<file path="src/hbi_defs.vh">
`ifndef HBI_DEFS_VH
`define HBI_DEFS_VH

////////////////////////////////////////////////////////////////////////
// clock and timing figures, in their own units
`define HBI_CLK_NS        8
`define HBI_DT_STEP_NS    1000
`define HBI_DT_EXTRA_NS   300
`define HBI_BLANK_NS      2000
`define HBI_IDLE_NS       9000
`define HBI_FAIL_HOLD_MS  3000
// the same hold in clock cycles, sized for the failure counter
`define HBI_FAIL_HOLD_CYC 29'h165A0BC0

////////////////////////////////////////////////////////////////////////
// counter widths
`define HBI_CNT_W         10
`define HBI_IDLE_W        11
`define HBI_FAIL_W        29

////////////////////////////////////////////////////////////////////////
// strap settling after reset release, in cycles
`define HBI_STRAP_WAIT    2'h3

////////////////////////////////////////////////////////////////////////
// reset values
`define HBI_GATE_RST      1'h0
`define HBI_HOLD_RST      1'h0
`define HBI_HALT_RST      1'h1
`define HBI_REF_RST       1'h1
`define HBI_CFG_IL_RST    1'h1
`define HBI_SYNC_RST      9'h000

`endif

</file>
<file path="src/hbi_top.v">
// What this block does
// - never both gates on with interlock enabled
// - gap is max of controller and internal
// - inverted single command pair works correctly
// - overlapping commands raise no error
// - straps pick 1 to 4 us, plus 0.3
// - disable strap with open straps: no interlock
// - watch sense only while on; trip off
// - raised reference after turn-on, restored at off
// - ignore sense during blanking after turn-on
// - trip turns off, sets memory, hold high
// - high command means on, low off
// - hold 3 s, no supply fault, idle 9 us
`timescale 1ns/10ps
`include "hbi_defs.vh"

module hbi_top #(
	parameter [`HBI_FAIL_W-1:0] FAIL_HOLD_CYC =
		`HBI_FAIL_HOLD_CYC
) (
	// clock and reset
	input  wire MCLK,
	input  wire RST,
	// switch commands from the controller
	input  wire HIGH_SIDE_COMMAND,
	input  wire LOW_SIDE_COMMAND,
	// configuration straps, high when open
	input  wire DEADTIME_STRAP_ONE,
	input  wire DEADTIME_STRAP_TWO,
	input  wire DEADTIME_STRAP_THREE,
	input  wire INTERLOCK_DISABLE_STRAP,
	// desaturation comparators, high when sense above reference
	input  wire HIGH_SIDE_SENSE_INPUT,
	input  wire LOW_SIDE_SENSE_INPUT,
	// supply monitor, high while a supply fault stands
	input  wire SUPPLY_FAULT,
	// gate drive
	output wire HIGH_SIDE_GATE,
	output wire LOW_SIDE_GATE,
	// reference shaping, high while the raised value applies
	output wire HIGH_SIDE_REF_RAISE,
	output wire LOW_SIDE_REF_RAISE,
	// status
	output wire FAULT_HOLD_OUTPUT,
	output wire HALT_STATUS_OUTPUT
);

	////////////////////////////////////////////////////////////////////
	// states and derived cycle counts

	localparam [1:0] ST_BOOT = 2'h0;
	localparam [1:0] ST_RUN  = 2'h1;
	localparam [1:0] ST_HALT = 2'h2;

	localparam integer STEP_RAW =
		(`HBI_DT_STEP_NS + `HBI_CLK_NS - 1) / `HBI_CLK_NS;
	localparam integer EXTRA_RAW =
		(`HBI_DT_EXTRA_NS + `HBI_CLK_NS - 1) / `HBI_CLK_NS;
	localparam integer IDLE_RAW =
		(`HBI_IDLE_NS + `HBI_CLK_NS - 1) / `HBI_CLK_NS;
	// rounded up to whole cycles, then cut to the counter widths
	localparam [`HBI_CNT_W-1:0]  STEP_CYC  = STEP_RAW[`HBI_CNT_W-1:0];
	localparam [`HBI_CNT_W-1:0]  EXTRA_CYC = EXTRA_RAW[`HBI_CNT_W-1:0];
	localparam [`HBI_IDLE_W-1:0] IDLE_CYC  = IDLE_RAW[`HBI_IDLE_W-1:0];

	////////////////////////////////////////////////////////////////////
	// declarations

	reg  [8:0]             meta_ff;
	reg  [8:0]             sync_ff;
	wire                   cmd_h;
	wire                   cmd_l;
	wire                   strap_one;
	wire                   strap_two;
	wire                   strap_three;
	wire                   strap_dis;
	wire                   sense_h;
	wire                   sense_l;
	wire                   supply_bad;

	reg  [1:0]             state_ff;
	reg  [1:0]             nxt_state;
	reg  [1:0]             strap_wait_ff;
	reg  [1:0]             nxt_strap_wait;
	reg  [`HBI_CNT_W-1:0]  dt_cyc_ff;
	reg  [`HBI_CNT_W-1:0]  nxt_dt_cyc;
	reg  [`HBI_CNT_W-1:0]  dt_base;
	reg                    il_en_ff;
	reg                    nxt_il_en;

	reg                    gate_h_ff;
	reg                    gate_l_ff;
	reg                    nxt_gate_h;
	reg                    nxt_gate_l;
	reg                    hold_ff;
	reg                    nxt_hold;
	reg                    halt_ff;
	reg                    nxt_halt;

	reg  [`HBI_FAIL_W-1:0] fail_cnt_ff;
	reg  [`HBI_FAIL_W-1:0] nxt_fail_cnt;
	reg  [`HBI_IDLE_W-1:0] idle_cnt_ff;
	reg  [`HBI_IDLE_W-1:0] nxt_idle_cnt;

	wire                   off_done_h;
	wire                   off_done_l;
	wire                   trip_h;
	wire                   trip_l;
	wire                   fault_now;
	wire                   run_ok;
	wire                   fail_done;
	wire                   idle_ok;

	////////////////////////////////////////////////////////////////////
	// two-stage synchronisers for every pin input except clock and reset

	always @(posedge MCLK)
	begin
		if (RST)
		begin
			meta_ff <= `HBI_SYNC_RST;
			sync_ff <= `HBI_SYNC_RST;
		end
		else
		begin
			meta_ff <= {SUPPLY_FAULT, LOW_SIDE_SENSE_INPUT,
				HIGH_SIDE_SENSE_INPUT, INTERLOCK_DISABLE_STRAP,
				DEADTIME_STRAP_THREE, DEADTIME_STRAP_TWO,
				DEADTIME_STRAP_ONE, LOW_SIDE_COMMAND,
				HIGH_SIDE_COMMAND};
			sync_ff <= meta_ff;
		end
	end

	// high command asks for on, low for off
	assign cmd_h       = sync_ff[0];
	assign cmd_l       = sync_ff[1];
	assign strap_one   = sync_ff[2];
	assign strap_two   = sync_ff[3];
	assign strap_three = sync_ff[4];
	assign strap_dis   = sync_ff[5];
	assign sense_h     = sync_ff[6];
	assign sense_l     = sync_ff[7];
	assign supply_bad  = sync_ff[8];

	////////////////////////////////////////////////////////////////////
	// dead time and interlock selection from the straps

	always @*
	begin
		case ({strap_one, strap_two})
		2'b00:
			dt_base = STEP_CYC;
		2'b01:
			dt_base = STEP_CYC + STEP_CYC;
		2'b10:
			dt_base = STEP_CYC + STEP_CYC + STEP_CYC;
		2'b11:
			dt_base = {STEP_CYC[`HBI_CNT_W-3:0], 2'b00};
		default:
			dt_base = {STEP_CYC[`HBI_CNT_W-3:0], 2'b00};
		endcase
		// a grounded third strap lengthens the gap
		nxt_dt_cyc = dt_base +
			(strap_three ? {`HBI_CNT_W{1'b0}} : EXTRA_CYC);
		// grounded disable with all time straps open
		nxt_il_en = ~(~strap_dis & strap_one & strap_two &
			strap_three);
	end

	////////////////////////////////////////////////////////////////////
	// per-side dead time, blanking and desaturation

	hbi_channel u_high (
		.clk          (MCLK),
		.rst          (RST),
		.gate_on      (gate_h_ff),
		.sense_hi     (sense_h),
		.dt_cyc       (dt_cyc_ff),
		.off_done     (off_done_h),
		.trip         (trip_h),
		.ref_raise_ff (HIGH_SIDE_REF_RAISE)
	);

	hbi_channel u_low (
		.clk          (MCLK),
		.rst          (RST),
		.gate_on      (gate_l_ff),
		.sense_hi     (sense_l),
		.dt_cyc       (dt_cyc_ff),
		.off_done     (off_done_l),
		.trip         (trip_l),
		.ref_raise_ff (LOW_SIDE_REF_RAISE)
	);

	////////////////////////////////////////////////////////////////////
	// gate drive with interlock

	// overlapping commands are no fault: only the drive is withheld
	assign fault_now = trip_h | trip_l | supply_bad;
	assign run_ok    = (state_ff == ST_RUN) & ~fault_now;

	always @*
	begin
		// each side waits for the other gate to be off a full dead time
		nxt_gate_h = run_ok & cmd_h &
			(~il_en_ff | (~gate_l_ff & off_done_l));
		// high wins a tie, so a plain inverted pair never collides
		nxt_gate_l = run_ok & cmd_l &
			(~il_en_ff | (~gate_h_ff & off_done_h &
			~nxt_gate_h));
	end

	////////////////////////////////////////////////////////////////////
	// failure sequencing

	assign fail_done = (fail_cnt_ff == FAIL_HOLD_CYC);
	// idle must be strictly longer than the minimum
	assign idle_ok   = (idle_cnt_ff > IDLE_CYC);

	always @*
	begin
		nxt_state      = state_ff;
		nxt_strap_wait = strap_wait_ff;
		nxt_hold       = hold_ff;
		nxt_halt       = halt_ff;
		nxt_fail_cnt   = fail_cnt_ff;
		// idle counts only while both commands sit low
		if (cmd_h | cmd_l)
			nxt_idle_cnt = {`HBI_IDLE_W{1'b0}};
		else if (!idle_ok)
			nxt_idle_cnt = idle_cnt_ff + 1'b1;
		else
			nxt_idle_cnt = idle_cnt_ff;
		case (state_ff)
		ST_BOOT:
		begin
			// straps settle through the synchronisers first
			if (strap_wait_ff == `HBI_STRAP_WAIT)
			begin
				nxt_state = ST_RUN;
				nxt_halt  = 1'b0;
			end
			else
				nxt_strap_wait = strap_wait_ff + 1'b1;
		end
		ST_RUN:
		begin
			if (fault_now)
			begin
				nxt_state    = ST_HALT;
				nxt_hold     = 1'b1;
				nxt_halt     = 1'b1;
				nxt_fail_cnt = {`HBI_FAIL_W{1'b0}};
			end
		end
		ST_HALT:
		begin
			if (!fail_done)
				nxt_fail_cnt = fail_cnt_ff + 1'b1;
			// a new trip during hold cannot occur: gates are off
			if (fail_done & ~supply_bad & idle_ok)
			begin
				nxt_state = ST_RUN;
				nxt_hold  = 1'b0;
				nxt_halt  = 1'b0;
			end
		end
		default:
		begin
			nxt_state = ST_HALT;
			nxt_hold  = 1'b1;
			nxt_halt  = 1'b1;
		end
		endcase
	end

	////////////////////////////////////////////////////////////////////
	// state, configuration and outputs

	always @(posedge MCLK)
	begin
		if (RST)
		begin
			state_ff      <= ST_BOOT;
			strap_wait_ff <= 2'h0;
			dt_cyc_ff     <= {`HBI_CNT_W{1'b0}};
			il_en_ff      <= `HBI_CFG_IL_RST;
			gate_h_ff     <= `HBI_GATE_RST;
			gate_l_ff     <= `HBI_GATE_RST;
			hold_ff       <= `HBI_HOLD_RST;
			halt_ff       <= `HBI_HALT_RST;
			fail_cnt_ff   <= {`HBI_FAIL_W{1'b0}};
			idle_cnt_ff   <= {`HBI_IDLE_W{1'b0}};
		end
		else
		begin
			state_ff      <= nxt_state;
			strap_wait_ff <= nxt_strap_wait;
			// straps are caught in every boot cycle after reset release, then held
			if (state_ff == ST_BOOT)
			begin
				dt_cyc_ff <= nxt_dt_cyc;
				il_en_ff  <= nxt_il_en;
			end
			gate_h_ff     <= nxt_gate_h;
			gate_l_ff     <= nxt_gate_l;
			hold_ff       <= nxt_hold;
			halt_ff       <= nxt_halt;
			fail_cnt_ff   <= nxt_fail_cnt;
			idle_cnt_ff   <= nxt_idle_cnt;
		end
	end

	assign HIGH_SIDE_GATE     = gate_h_ff;
	assign LOW_SIDE_GATE      = gate_l_ff;
	assign FAULT_HOLD_OUTPUT  = hold_ff;
	assign HALT_STATUS_OUTPUT = halt_ff;

endmodule

</file>
<file path="src/hbi_channel.v">
`timescale 1ns/10ps
`include "hbi_defs.vh"

module hbi_channel (
	// clock and reset
	input  wire                  clk,
	input  wire                  rst,
	// this side's gate and settings
	input  wire                  gate_on,
	input  wire                  sense_hi,
	input  wire [`HBI_CNT_W-1:0] dt_cyc,
	// status to the interlock and fault logic, plus the raised-reference output
	output wire                  off_done,
	output wire                  trip,
	output reg                   ref_raise_ff
);

	// whole cycles, rounded up, then cut to the counter width
	localparam integer BLANK_RAW =
		(`HBI_BLANK_NS + `HBI_CLK_NS - 1) / `HBI_CLK_NS;
	localparam [`HBI_CNT_W-1:0] BLANK_CYC = BLANK_RAW[`HBI_CNT_W-1:0];

	reg  [`HBI_CNT_W-1:0] off_cnt_ff;
	reg  [`HBI_CNT_W-1:0] blank_cnt_ff;
	reg  [`HBI_CNT_W-1:0] nxt_off_cnt;
	reg  [`HBI_CNT_W-1:0] nxt_blank_cnt;
	wire                  blank_done;

	////////////////////////////////////////////////////////////////////
	// off time since this gate fell, saturating at the dead time
	always @*
	begin
		if (gate_on)
			nxt_off_cnt = {`HBI_CNT_W{1'b0}};
		else if (off_cnt_ff < dt_cyc)
			nxt_off_cnt = off_cnt_ff + 1'b1;
		else
			nxt_off_cnt = off_cnt_ff;
	end

	// a slow controller gap saturates the count first, so no sum
	assign off_done = (off_cnt_ff >= dt_cyc);

	////////////////////////////////////////////////////////////////////
	// blanking from each turn-on, cleared whenever the gate is off
	always @*
	begin
		if (!gate_on)
			nxt_blank_cnt = {`HBI_CNT_W{1'b0}};
		else if (blank_cnt_ff != BLANK_CYC)
			nxt_blank_cnt = blank_cnt_ff + 1'b1;
		else
			nxt_blank_cnt = blank_cnt_ff;
	end

	assign blank_done = (blank_cnt_ff == BLANK_CYC);

	// comparison only counts while on and past blanking
	assign trip = gate_on & blank_done & sense_hi;

	////////////////////////////////////////////////////////////////////
	// counters and the raised-reference control
	always @(posedge clk)
	begin
		if (rst)
		begin
			off_cnt_ff   <= {`HBI_CNT_W{1'b0}};
			blank_cnt_ff <= {`HBI_CNT_W{1'b0}};
			ref_raise_ff <= `HBI_REF_RST;
		end
		else
		begin
			off_cnt_ff   <= nxt_off_cnt;
			blank_cnt_ff <= nxt_blank_cnt;
			// raised until blanking ends, restored at turn-off
			ref_raise_ff <= ~(gate_on & blank_done);
		end
	end

endmodule

</file>
<file path="config.mk">
export PLATFORM = sky130hd
export DESIGN_NAME = hbi_top
export DESIGN_NICKNAME = d
export VERILOG_FILES = /design/src/hbi_top.v /design/src/hbi_channel.v
export VERILOG_INCLUDE_DIRS = /design/src
export SDC_FILE = /design/constraint.sdc
export NUM_CORES = 1
export LEC_CHECK = 0
export BUFFER_PORTS_ARGS = -buffer_cell sky130_fd_sc_hd__clkbuf_2
export CAP_MARGIN = 5
export CORE_MARGIN = 1.5
export CORE_UTILIZATION = 65
export DETAILED_ROUTE_END_ITERATION = 12
export GPL_ROUTABILITY_DRIVEN = 1
export GPL_TIMING_DRIVEN = 0
export PLACE_DENSITY = 0.83
export SYNTH_ARGS = -nofsm -noshare
export SYNTH_HDL_FRONTEND = slang
export SYNTH_HIERARCHICAL = 1
export SYNTH_SLANG_ARGS = --single-unit
</file>
<file path="constraint.sdc">
create_clock -name MCLK -period 4.3 [get_ports MCLK]
set_clock_uncertainty 0.1 [all_clocks]
set_input_delay 0.86 -clock MCLK [delete_from_list [all_inputs] [get_ports MCLK]]
set_output_delay 0.86 -clock MCLK [all_outputs]
set_load 0.02 [all_outputs]
</file>
==> impl_metrics.yaml, run 1 <==
outcome:
  outcome: "finished, final reports clean"
synthesis:
  synth.area.top_cells: "dfxtp_1 (39%), ha_1 (8.4%), nor2_1 (4.4%)"
  synth-edff-count: 0
  yosys_warnings: 6
  ys_seq_area_frac: 0.392
  yosysTopAreaCell: "dfxtp_1"
  ys.flop_type: "dfxtp_1"
  synthTopCellsByCount: "dfxtp_1 (119), nor2_1 (71), nand2_1 (60), ha_1 (41), inv_1 (40)"
  synth_seq_cells: 119
  yosysMostFrequentCell: "dfxtp_1"
  async_reset_ff_frac: 0
  avgSynthCellArea_sq_um: 8.79
  syn_inst: 691
  yosysTopAreaCellShare: 0.392
  syn_nets: 744
  netlist-cell-type-count: 65
  syn_area_sq_um: 6070
grt:
  grt_pass1_vias: 4873
  grt_pass1_wl_mm: 22.3
  antenna_found_initial: 0
  grt_usage: 0.281
  overflow: 0
  grt_start_max_net_pins: 17
min_path:
  hold_class: "register to register"
worst_setup_path:
  critPathLaunch: "u_low/blank_cnt_ff[3]"
  required_ns: 4.60
  r2r-start: "u_low/blank_cnt_ff[3]"
  ff2ff_setup_slack_ns: 0.94
  critical_path_depth: 10
  path_class: "register to register"
  path_delay_family: "simple AND/OR/NAND/NOR gates"
  cp_max_fo: 10
  critPathBufInv: 3
  ff2ff_path_depth: 10
  critical_path_arrival_ns: 3.67
  slowest_stage: "nor2_1"
  r2r_end: "fail_cnt_ff[25]"
  max_stage_delay_ns: 0.46
  endpoint_kind: "register"
  crit_end: "fail_cnt_ff[25]"
  setup.worst_path.start_class: "register"
  crit_chain: "nor4b_1 -> and3_1 -> and3_1 -> o31ai_1 -> nor2_1 -> or2_0 -> clkbuf_1 -> clkbuf_1 -> buf_2 -> nor2_1"
drt:
  drc: 0
  vias_per_cell: 6.10
  top_layer_used: "met4"
  antenna_left: 0
  wl_mm: 13.0
  firstDrtPassIters: 5
  drt-met1-wl_mm: 5.69
  wl_per_cell_um: 15.4
  route.vias.total: 5177
  wl_met3_um: 658
  drtIter0Drc: 348
  wl_met2_mm: 6.42
sta:
  layout_min_cycle_time_ns: 3.36
  setup-tns-final_ns: 0
  tightest_slew_ns: 0.778
  final_max_slew_viol_count: 0
  clock.fmax_mhz: 297
  min_period_over_period: 0.782
  setup_viol: 0
  slew_headroom: 0.479
  rsz0062_at_grt: "no"
  hold_violations: 0
clock_network:
  clock_latency_ns: 0.53
  h-tree-depth: 4
  cts_sinks: 119
  tritoncts: "built"
  cts_hold_buf: 0
  post_cts_resize_count: 0
  postCtsSetupBuffers: 0
  numCtsBuffers: 17
  clk_pin_slew_ns: 0.06
  clk_path_buf_depth: 2
  cts_root_buf: "clkbuf_8"
place:
  dp.final_hpwl_mm: 8.99
  portBuffers: 16
  dp.cells: 818
  gp_congestion: 0.869
floorplanning:
  ioPinCount: 17
  die_w_um: 99.7
  rows: 35
  initial_core_util: 0.663
  die_h_um: 99.7
  dieArea_sq_um: 9930
  core_sq_um: 9150
final_layout:
  n_antenna_cell: 0
  final_cells: 848
  nFillCells: 631
  drive_gt1_frac: 0.118
  area_delta_synth_final_pct: 13.2
  regArea_sq_um: 2380
  multi_input_area_sq_um: 3440
  final_nets: 779
job:
  cap_violations: 0
power_and_ir_drop:
  p_leak_uw: 0.00257
  peakVddDrop_uv: 294
  p_per_area_nw_per_um2: 431
==> report_power, final <==
group | leakage (uW) | switching, uW | internal, uW
logic | 0.00133 | 212 | 144
registers | 0.000967 | 51.4 | 1160
clock network | 0.000272 | 502 | 892
==> worst reg2reg max path: cells and delay by family, from the launching register on <==
kind | cells | cell delay [ns]
and+or+nand+nor | 6 | 1.62
AOI/OAI and AO/OA | 1 | 0.11
buffers and inverters | 3 | 1.03
DFF | 1 | 0.39
==> how the worst min path moves through the flow <==
stage	startpoint	end	slack (ns)	cells after the start
2_1_floorplan	sync_ff[1]	LOW_SIDE_GATE	0.31	2
3_3_place_gp	meta_ff[3]	sync_ff[3]	0.32	1
3_5_place_dp	meta_ff[5]	sync_ff[5]	0.32	1
4_1_cts	meta_ff[3]	sync_ff[3]	0.34	1
5_1_grt	meta_ff[1]	sync_ff[1]	0.36	1
6_report	meta_ff[3]	sync_ff[3]	0.34	1
==> layer usage <==
layer	vias to the layer above	track usage
met5	-	0
li1	2558	-
met3	29	0.0717
met1	2433	0.344
met4	0	0.128
met2	157	0.467
==> logic make-up (layout without fill, tap and decap cells) <==
| group | after synthesis | count (layout) | share of synthesized area |
|---|---|---|---|
| and+or+nand+nor | 301 | 301 | 0.260 |
| AOI/OAI and AO/OA | 126 | 126 | 0.152 |
| DFF | 119 | 119 | 0.392 |
| buffers and inverters | 59 | 105 | 0.0406 |
| adders and majority gates | 42 | 42 | 0.0878 |
| xor gates and xnor gates | 33 | 33 | 0.0476 |
| muxes | 11 | 11 | 0.0188 |
==> state kept, by name (all words and copies together) (netlist names), 2 cells and up <==
signal / count
sync_ff: 9
state_ff: 2
fail_cnt_ff: 29
strap_wait_ff: 2
idle_cnt_ff: 11
u_low/off_cnt_ff: 10
u_low/blank_cnt_ff: 10
meta_ff: 9
u_high/blank_cnt_ff: 10
u_high/off_cnt_ff: 10
dt_cyc_ff: 10
==> placed cells by master, fill, tap and decap left out, types with 13 or more instances in the layout <==
cell type,count
or4_1,19
clkbuf_2,16
ha_1,41
nor2_1,71
nand3_1,31
nor3_1,14
a21oi_1,33
nor2b_1,19
xor2_1,13
xnor2_1,20
or3_1,14
clkbuf_16,16
nand4_1,22
inv_1,40
clkbuf_1,13
dfxtp_1,119
o31ai_1,15
nand2_1,60
==> metrics by stage <==
| stage | util | instance area [sq um] | hold WS, ns | setup WS [ns] | total power (uW) |
|---|---|---|---|---|---|
| floorplan | - | 6070 | 0.308 | 1.63 | 1490 |
| global placement | 0.687 | 6290 | 0.325 | 1.08 | 1550 |
| detailed placement | 0.687 | 6290 | 0.320 | 1.03 | 1580 |
| CTS | 0.751 | 6870 | 0.338 | 0.951 | 2970 |
| global route | 0.751 | 6870 | 0.358 | 0.556 | 3090 |
| finish | 0.751 | 6870 | 0.336 | 0.936 | 2960 |
==> layout make-up <==
cell class | count | area share
Inverter | 40 | 0.0218
Buffer | 19 | 0.0140
Multi-Input combinational cell | 513 | 0.501
Tap cell | 111 | 0.0202
Clock buffer | 19 | 0.0628
Clock inverter | 11 | 0.0220
Timing Repair Buffer | 16 | 0.0116
Sequential cell | 119 | 0.347
No activity file was read; power rests on OpenSTA's default activity.
==> inputs of run 2 (changes only) <==
ABC_AREA = 1   (was unset)
CORE_UTILIZATION = 57   (was 65)
PLACE_DENSITY = 0.77   (was 0.83)
clock period = 2.9 ns   (was 4.3 ns; I/O delays follow)
==> run 2 against run 1 <==
Flip-flop and latch count did not move; via count rose by 18%; first-iteration DRC count up 32%; setup slack worse by 0.29 ns; final cell count grew 39%; global-route usage fell by 3.3 points; synthesized area grew 11%; routed wire length up 12%; critical endpoint is now fail_cnt_ff[20].
==> impl_metrics.yaml, run 2 <==
min_path:
  worstHoldStart: "LOW_SIDE_SENSE_INPUT"
  hold_class: "primary input to register"
  whs_path_depth: 3
  holdPathEnd: "meta_ff[7]"
final_layout:
  n_antenna_cell: 0
  drive_gt1_frac: 0.111
  final_common_cell: "nand2_1"
  area_delta_synth_final_pct: 12.8
  stdcell_area_sq_um: 7620
  final_nets: 1078
  multi_input_area_sq_um: 3740
  final_cells: 1180
  largest_reg_flops: 29
  top_regs: "fail_cnt_ff: 29 flops, idle_cnt_ff: 11 flops"
  final_cell_mix: "nand2_1 (231), nor2_1 (163), inv_1 (137)"
  regArea_sq_um: 2380
  regMostFlops: "fail_cnt_ff"
  nFillCells: 985
synthesis:
  ys_seq_area_frac: 0.353
  synth.area.top_cells: "dfxtp_1 (35%), nand2_1 (13%), nor2_1 (9.1%)"
  synthTopCellsByCount: "nand2_1 (231), nor2_1 (163), inv_1 (137), dfxtp_1 (119), nand3_1 (65)"
  avgSynthCellArea_sq_um: 6.82
  syn_area_sq_um: 6750
  syn_inst: 990
  yosysTopAreaCellShare: 0.353
  synth_seq_cells: 119
  synth-edff-count: 0
  netlist-cell-type-count: 38
  ys.flop_type: "dfxtp_1"
  yosysTopAreaCell: "dfxtp_1"
  yosys_warnings: 6
  async_reset_ff_frac: 0
  syn_nets: 1043
  yosysMostFrequentCell: "nand2_1"
drt:
  route.vias.total: 6126
  firstDrtPassIters: 5
  antenna_left: 0
  drc: 0
  wl_mm: 14.6
  wl_per_cell_um: 12.4
  drtIter0Drc: 461
  vias_per_cell: 5.19
floorplanning:
  die_w_um: 112
  dieArea_sq_um: 12500
  rows: 39
  die_h_um: 112
  core_sq_um: 11500
  initial_core_util: 0.589
  ioPinCount: 17
grt:
  antenna_found_initial: 0
  overflow: 0
  grt_pass1_wl_mm: 25.5
  grt_usage: 0.249
  grt_pass1_vias: 5679
  grt_start_max_net_pins: 17
sta:
  min_period_over_period: 0.777
  tightest_slew_ns: 0.816
  clock.fmax_mhz: 444
  setup-tns-final_ns: 0
  layout_min_cycle_time_ns: 2.25
  hold_violations: 0
  rsz0062_at_grt: "no"
  setup_viol: 0
  final_max_slew_viol_count: 0
  slew_headroom: 0.452
place:
  dp.cells: 1149
  portBuffers: 16
  postPlaceCellArea_sq_um: 7010
  dp.final_hpwl_mm: 10.4
  gp_congestion: 0.936
worst_setup_path:
  required_ns: 3.09
  cp_max_fo: 10
  setup.worst_path.start_class: "register"
  r2r_end: "fail_cnt_ff[20]"
  critical_path_arrival_ns: 2.44
  path_class: "register to register"
  ff2ff_setup_slack_ns: 0.65
  ff2ff_path_depth: 14
  r2r-start: "u_low/blank_cnt_ff[0]"
  endpoint_kind: "register"
power_and_ir_drop:
  p_seq_frac: 0.354
  p_leak_uw: 0.00308
  p_per_area_nw_per_um2: 718
  internal_power_uw: 3640
  peakVddDrop_uv: 626
  p_sw_uw: 1830
  comb_power_share: 0.253
  p_clk_frac: 0.393
  switching_share: 0.335
clock_network:
  cts_sinks: 119
  tritoncts: "built"
  cts_hold_buf: 0
  clk_pin_slew_ns: 0.06
  clock_latency_ns: 0.42
  h-tree-depth: 4
  clk_path_buf_depth: 2
  cts_root_buf: "clkbuf_16"
  postCtsSetupBuffers: 0
  numCtsBuffers: 17
  post_cts_resize_count: 0
outcome:
  outcome: "finished, final reports clean"
job:
  cap_violations: 0
run 2: cell types whose count changed after synthesis, sizes merged, moves of 9 or more:
cell and delta:
nand2 +185, inv +107, nor2 +104, nand3 +41, a21oi +30, nor2b -19
or4 -19, xnor2 -17, or3 -16, a211oi -15, o21ai +15, o31ai -15
and3 -11, or2 -9
run 2: layer usage:
layer / track usage / routed length (um) / up-vias
li1: - / - / 3220
met1: 0.323 / 7090 / 2786
met2: 0.410 / 6730 / 100
met3: 0.0593 / 575 / 20
met4: 0.0776 / 183 / 0
met5: 0 / 0 / -
run 2: cell families after synthesis:
kind of cell / Yosys count / share of synthesized area
XOR/XNOR: 15 / 0.0195
adder cells (fa/ha/maj): 42 / 0.0789
buffers and inverters: 160 / 0.0928
flip-flops: 119 / 0.353
AND/OR/NAND/NOR: 539 / 0.361
AO/OA/AOI/OAI: 115 / 0.0951
run 2: how the worst max path moves through the flow:
stage	cells past startpoint	slack (ns)	start	endpoint
finish	14	0.65	u_low/blank_cnt_ff[0]	fail_cnt_ff[20]
global route	12	0.42	u_low/blank_cnt_ff[5]	fail_cnt_ff[0]
CTS	14	0.62	u_low/blank_cnt_ff[0]	fail_cnt_ff[20]
detailed placement	6	0.61	RST	idle_cnt_ff[2]
global placement	6	0.64	RST	idle_cnt_ff[2]
floorplan	13	1.01	u_low/blank_cnt_ff[0]	fail_cnt_ff[1]
run 2: stage by stage:
stage               setup WS (ns)  hold slack, ns  total power [uW]  utilization
detailed placement          0.606           0.295              3340        0.611
finish                      0.647           0.243              5470        0.664
CTS                         0.624           0.231              5490        0.664
floorplan                    1.01           0.288              3000            -
global placement            0.642           0.289              3320        0.611
global route                0.422           0.244              5790        0.664
run 2: final cells by class:
cell class / count / share of cell area
Tap cell: 143 / 0.0235
Multi-Input combinational cell: 711 / 0.491
Clock inverter: 12 / 0.0200
Sequential cell: 119 / 0.313
Clock buffer: 19 / 0.0595
Buffer: 13 / 0.00986
Timing Repair Buffer: 16 / 0.0105
Inverter: 147 / 0.0724
run 2: power by group through the flow:
stage          clock, uW  sequential [uW]  combinational [uW]
2_1_floorplan          0             1930                1070
3_3_place_gp           0             1960                1360
5_1_grt             2250             1950                1590
4_1_cts             2180             1930                1380
6_report            2150             1930                1380
3_5_place_dp           0             1970                1370
run 2: critical path, stage by stage, from the launching register on:
cell     delay [ns]
dfxtp_1        0.40
inv_1          0.06
ha_1           0.18
nor3b_2        0.16
nand4_4        0.12
nor2_1         0.07
nor2_1         0.18
nand3_1        0.15
nand2_1        0.15
nand2_4        0.13
inv_2          0.09
buf_6          0.15
nor2_1         0.05
nor2_1         0.08
nor2_1         0.04
==> inputs of run 3 (changes only) <==
clock period = 2 ns   (was 2.9 ns; I/O delays follow)
==> run 3 against run 2 <==
First-iteration DRC count rose by 14%; clock-buffer cell count is the same; core utilization is 3.0 points higher; via count up 1.6%; combinational power grew 80%; worst hold slack got worse by 0.18 ns; largest cell class unchanged.
==> impl_metrics.yaml, run 3 (same netlist as run 2, synthesis figures left out) <==
worst_setup_path:
  critical_path_arrival_ns: 2.18
  endpoint_kind: "register"
  required_ns: 2.21
  cp_max_fo: 10
  path_class: "register to register"
  setup.worst_path.start_class: "register"
place:
  dp_slack_ns: -0.266
  gp_congestion: 0.936
  portBuffers: 16
  dp.final_hpwl_mm: 10.4
sta:
  min_period_over_period: 0.988
  clock.fmax_mhz: 506
  hold_violations: 0
  setup_viol: 0
  layout_min_cycle_time_ns: 1.98
  layout_setup_ws_ns: 0.0235
  slew_headroom: 0.471
  tightest_slew_ns: 0.788
  final_max_slew_viol_count: 0
  rsz0062_at_grt: "yes"
power_and_ir_drop:
  switching_share: 0.341
  power.total_uw: 8420
  internal_power_uw: 5550
  p_clk_frac: 0.372
  p_per_area_nw_per_um2: 1060
  p_seq_frac: 0.333
  p_leak_uw: 0.00321
  peakVddDrop_uv: 910
  p_sw_uw: 2880
  comb_power_share: 0.295
drt:
  antenna_left: 0
  vias_per_cell: 5.22
  route.vias.total: 6222
  drc: 0
  wl_per_cell_um: 12.9
  wl_mm: 15.4
  drtIter0Drc: 526
  firstDrtPassIters: 5
grt:
  grt_pass1_wl_mm: 26.0
  antenna_found_initial: 0
  grt_start_max_net_pins: 17
  grt_pass1_vias: 5753
  overflow: 0
  grt_usage: 0.254
floorplanning:
  dieArea_sq_um: 12500
  core_sq_um: 11500
  ioPinCount: 17
  die_w_um: 112
  initial_core_util: 0.589
  rows: 39
  die_h_um: 112
clock_network:
  cts_root_buf: "clkbuf_16"
  h-tree-depth: 4
  numCtsBuffers: 17
  cts_hold_buf: 0
  clock_latency_ns: 0.42
  cts_sinks: 119
  tritoncts: "built"
  clk_path_buf_depth: 2
  clk_pin_slew_ns: 0.06
final_layout:
  top_regs: "fail_cnt_ff: 29 flops, idle_cnt_ff: 11 flops"
  n_antenna_cell: 0
  regMostFlops: "fail_cnt_ff"
  drive_gt1_frac: 0.161
  final_nets: 1091
  largest_reg_flops: 29
  area_delta_synth_final_pct: 17.9
  final_cell_mix: "nand2_1 (221), nor2_1 (151), inv_1 (135)"
  final_common_cell: "nand2_1"
job:
  cap_violations: 0
outcome:
  outcome: "finished, final reports clean"
min_path:
  hold_class: "primary input to register"
-- run 3: changes by cell type in the layout (fill, tap and decap cells not counted), moves of 8 or more --
cell | previous run | this run
nand2_1 | 231 | 221
nor2_1 | 163 | 151
nor2_2 | 6 | 14
buf_4 | 1 | 10
nand2_2 | 13 | 21
dfxtp_1 | 119 | 111
-- run 3: critical path, cell delays in order, from the launching register on --
cell and delay (ns):
dfxtp_4 0.34, inv_2 0.04, ha_2 0.15, nor3b_4 0.20
nand4_4 0.14, nor2_4 0.15, nor2_4 0.06, nand3_4 0.10
nand2_4 0.08, nand2_8 0.14, inv_6 0.06, buf_12 0.15
a21oi_4 0.10, nor2_1 0.05
-- run 3: power groups by stage --
| stage | logic (uW) | registers [uW] | clock network, uW |
|---|---|---|---|
| finish | 2490 | 2810 | 3130 |
| global route | 2790 | 2840 | 3270 |
| CTS | 2140 | 2800 | 3160 |
| detailed placement | 1990 | 2850 | 0 |
| global placement | 1970 | 2850 | 0 |
| floorplan | 1560 | 2800 | 0 |
-- run 3: repair_timing --
item                       in CTS  in global routing
buffers inserted                8                  3
setup endpoints to repair      32                 39
resized for setup              21                 50
pin swaps                      10                 10
gates cloned                    1                  1
-- run 3: worst paths after layout --
check                    startpoint        endpoint  slack, ns  cells past startpoint
min reg2reg              meta_ff[7]      sync_ff[7]       0.30                      2
min            LOW_SIDE_SENSE_INPUT      meta_ff[7]       0.06                      3
max          u_high/blank_cnt_ff[0]  fail_cnt_ff[0]       0.02                     13
max reg2reg  u_high/blank_cnt_ff[0]  fail_cnt_ff[0]       0.02                     13
-- run 3: area by class of cell --
cell class,instances,area (sq um)
sequential,119,2400
fill,922,3500
buffer,13,95.1
multi-input combinational,711,3920
clock buffer,19,453
tap,143,179
timing repair buffer,29,203
inverter,147,557
clock inverter,12,153
-- run 3: stage by stage --
step / utilization / instance area, sq um / setup TNS [ns] / hold WS, ns / cells
after global placement: 0.611 / 7010 / -6.07 / 0.289 / 1149
after detailed placement: 0.611 / 7010 / -6.51 / 0.295 / 1149
after floorplan: - / 6750 / 0 / 0.288 / 990
final: 0.694 / 7960 / 0 / 0.0610 / 1193
after global routing: 0.694 / 7960 / -2.15 / 0.0653 / 1193
after CTS: 0.676 / 7750 / 0 / 0.0506 / 1189
-- run 3: routing by layer --
metal  GRT usage  wire, um  up-vias
met1       0.331      7250     2811
met5           0         0        -
met3      0.0621       739       28
met2       0.417      7200      136
li1            -         -     3247
met4      0.0802       238        0
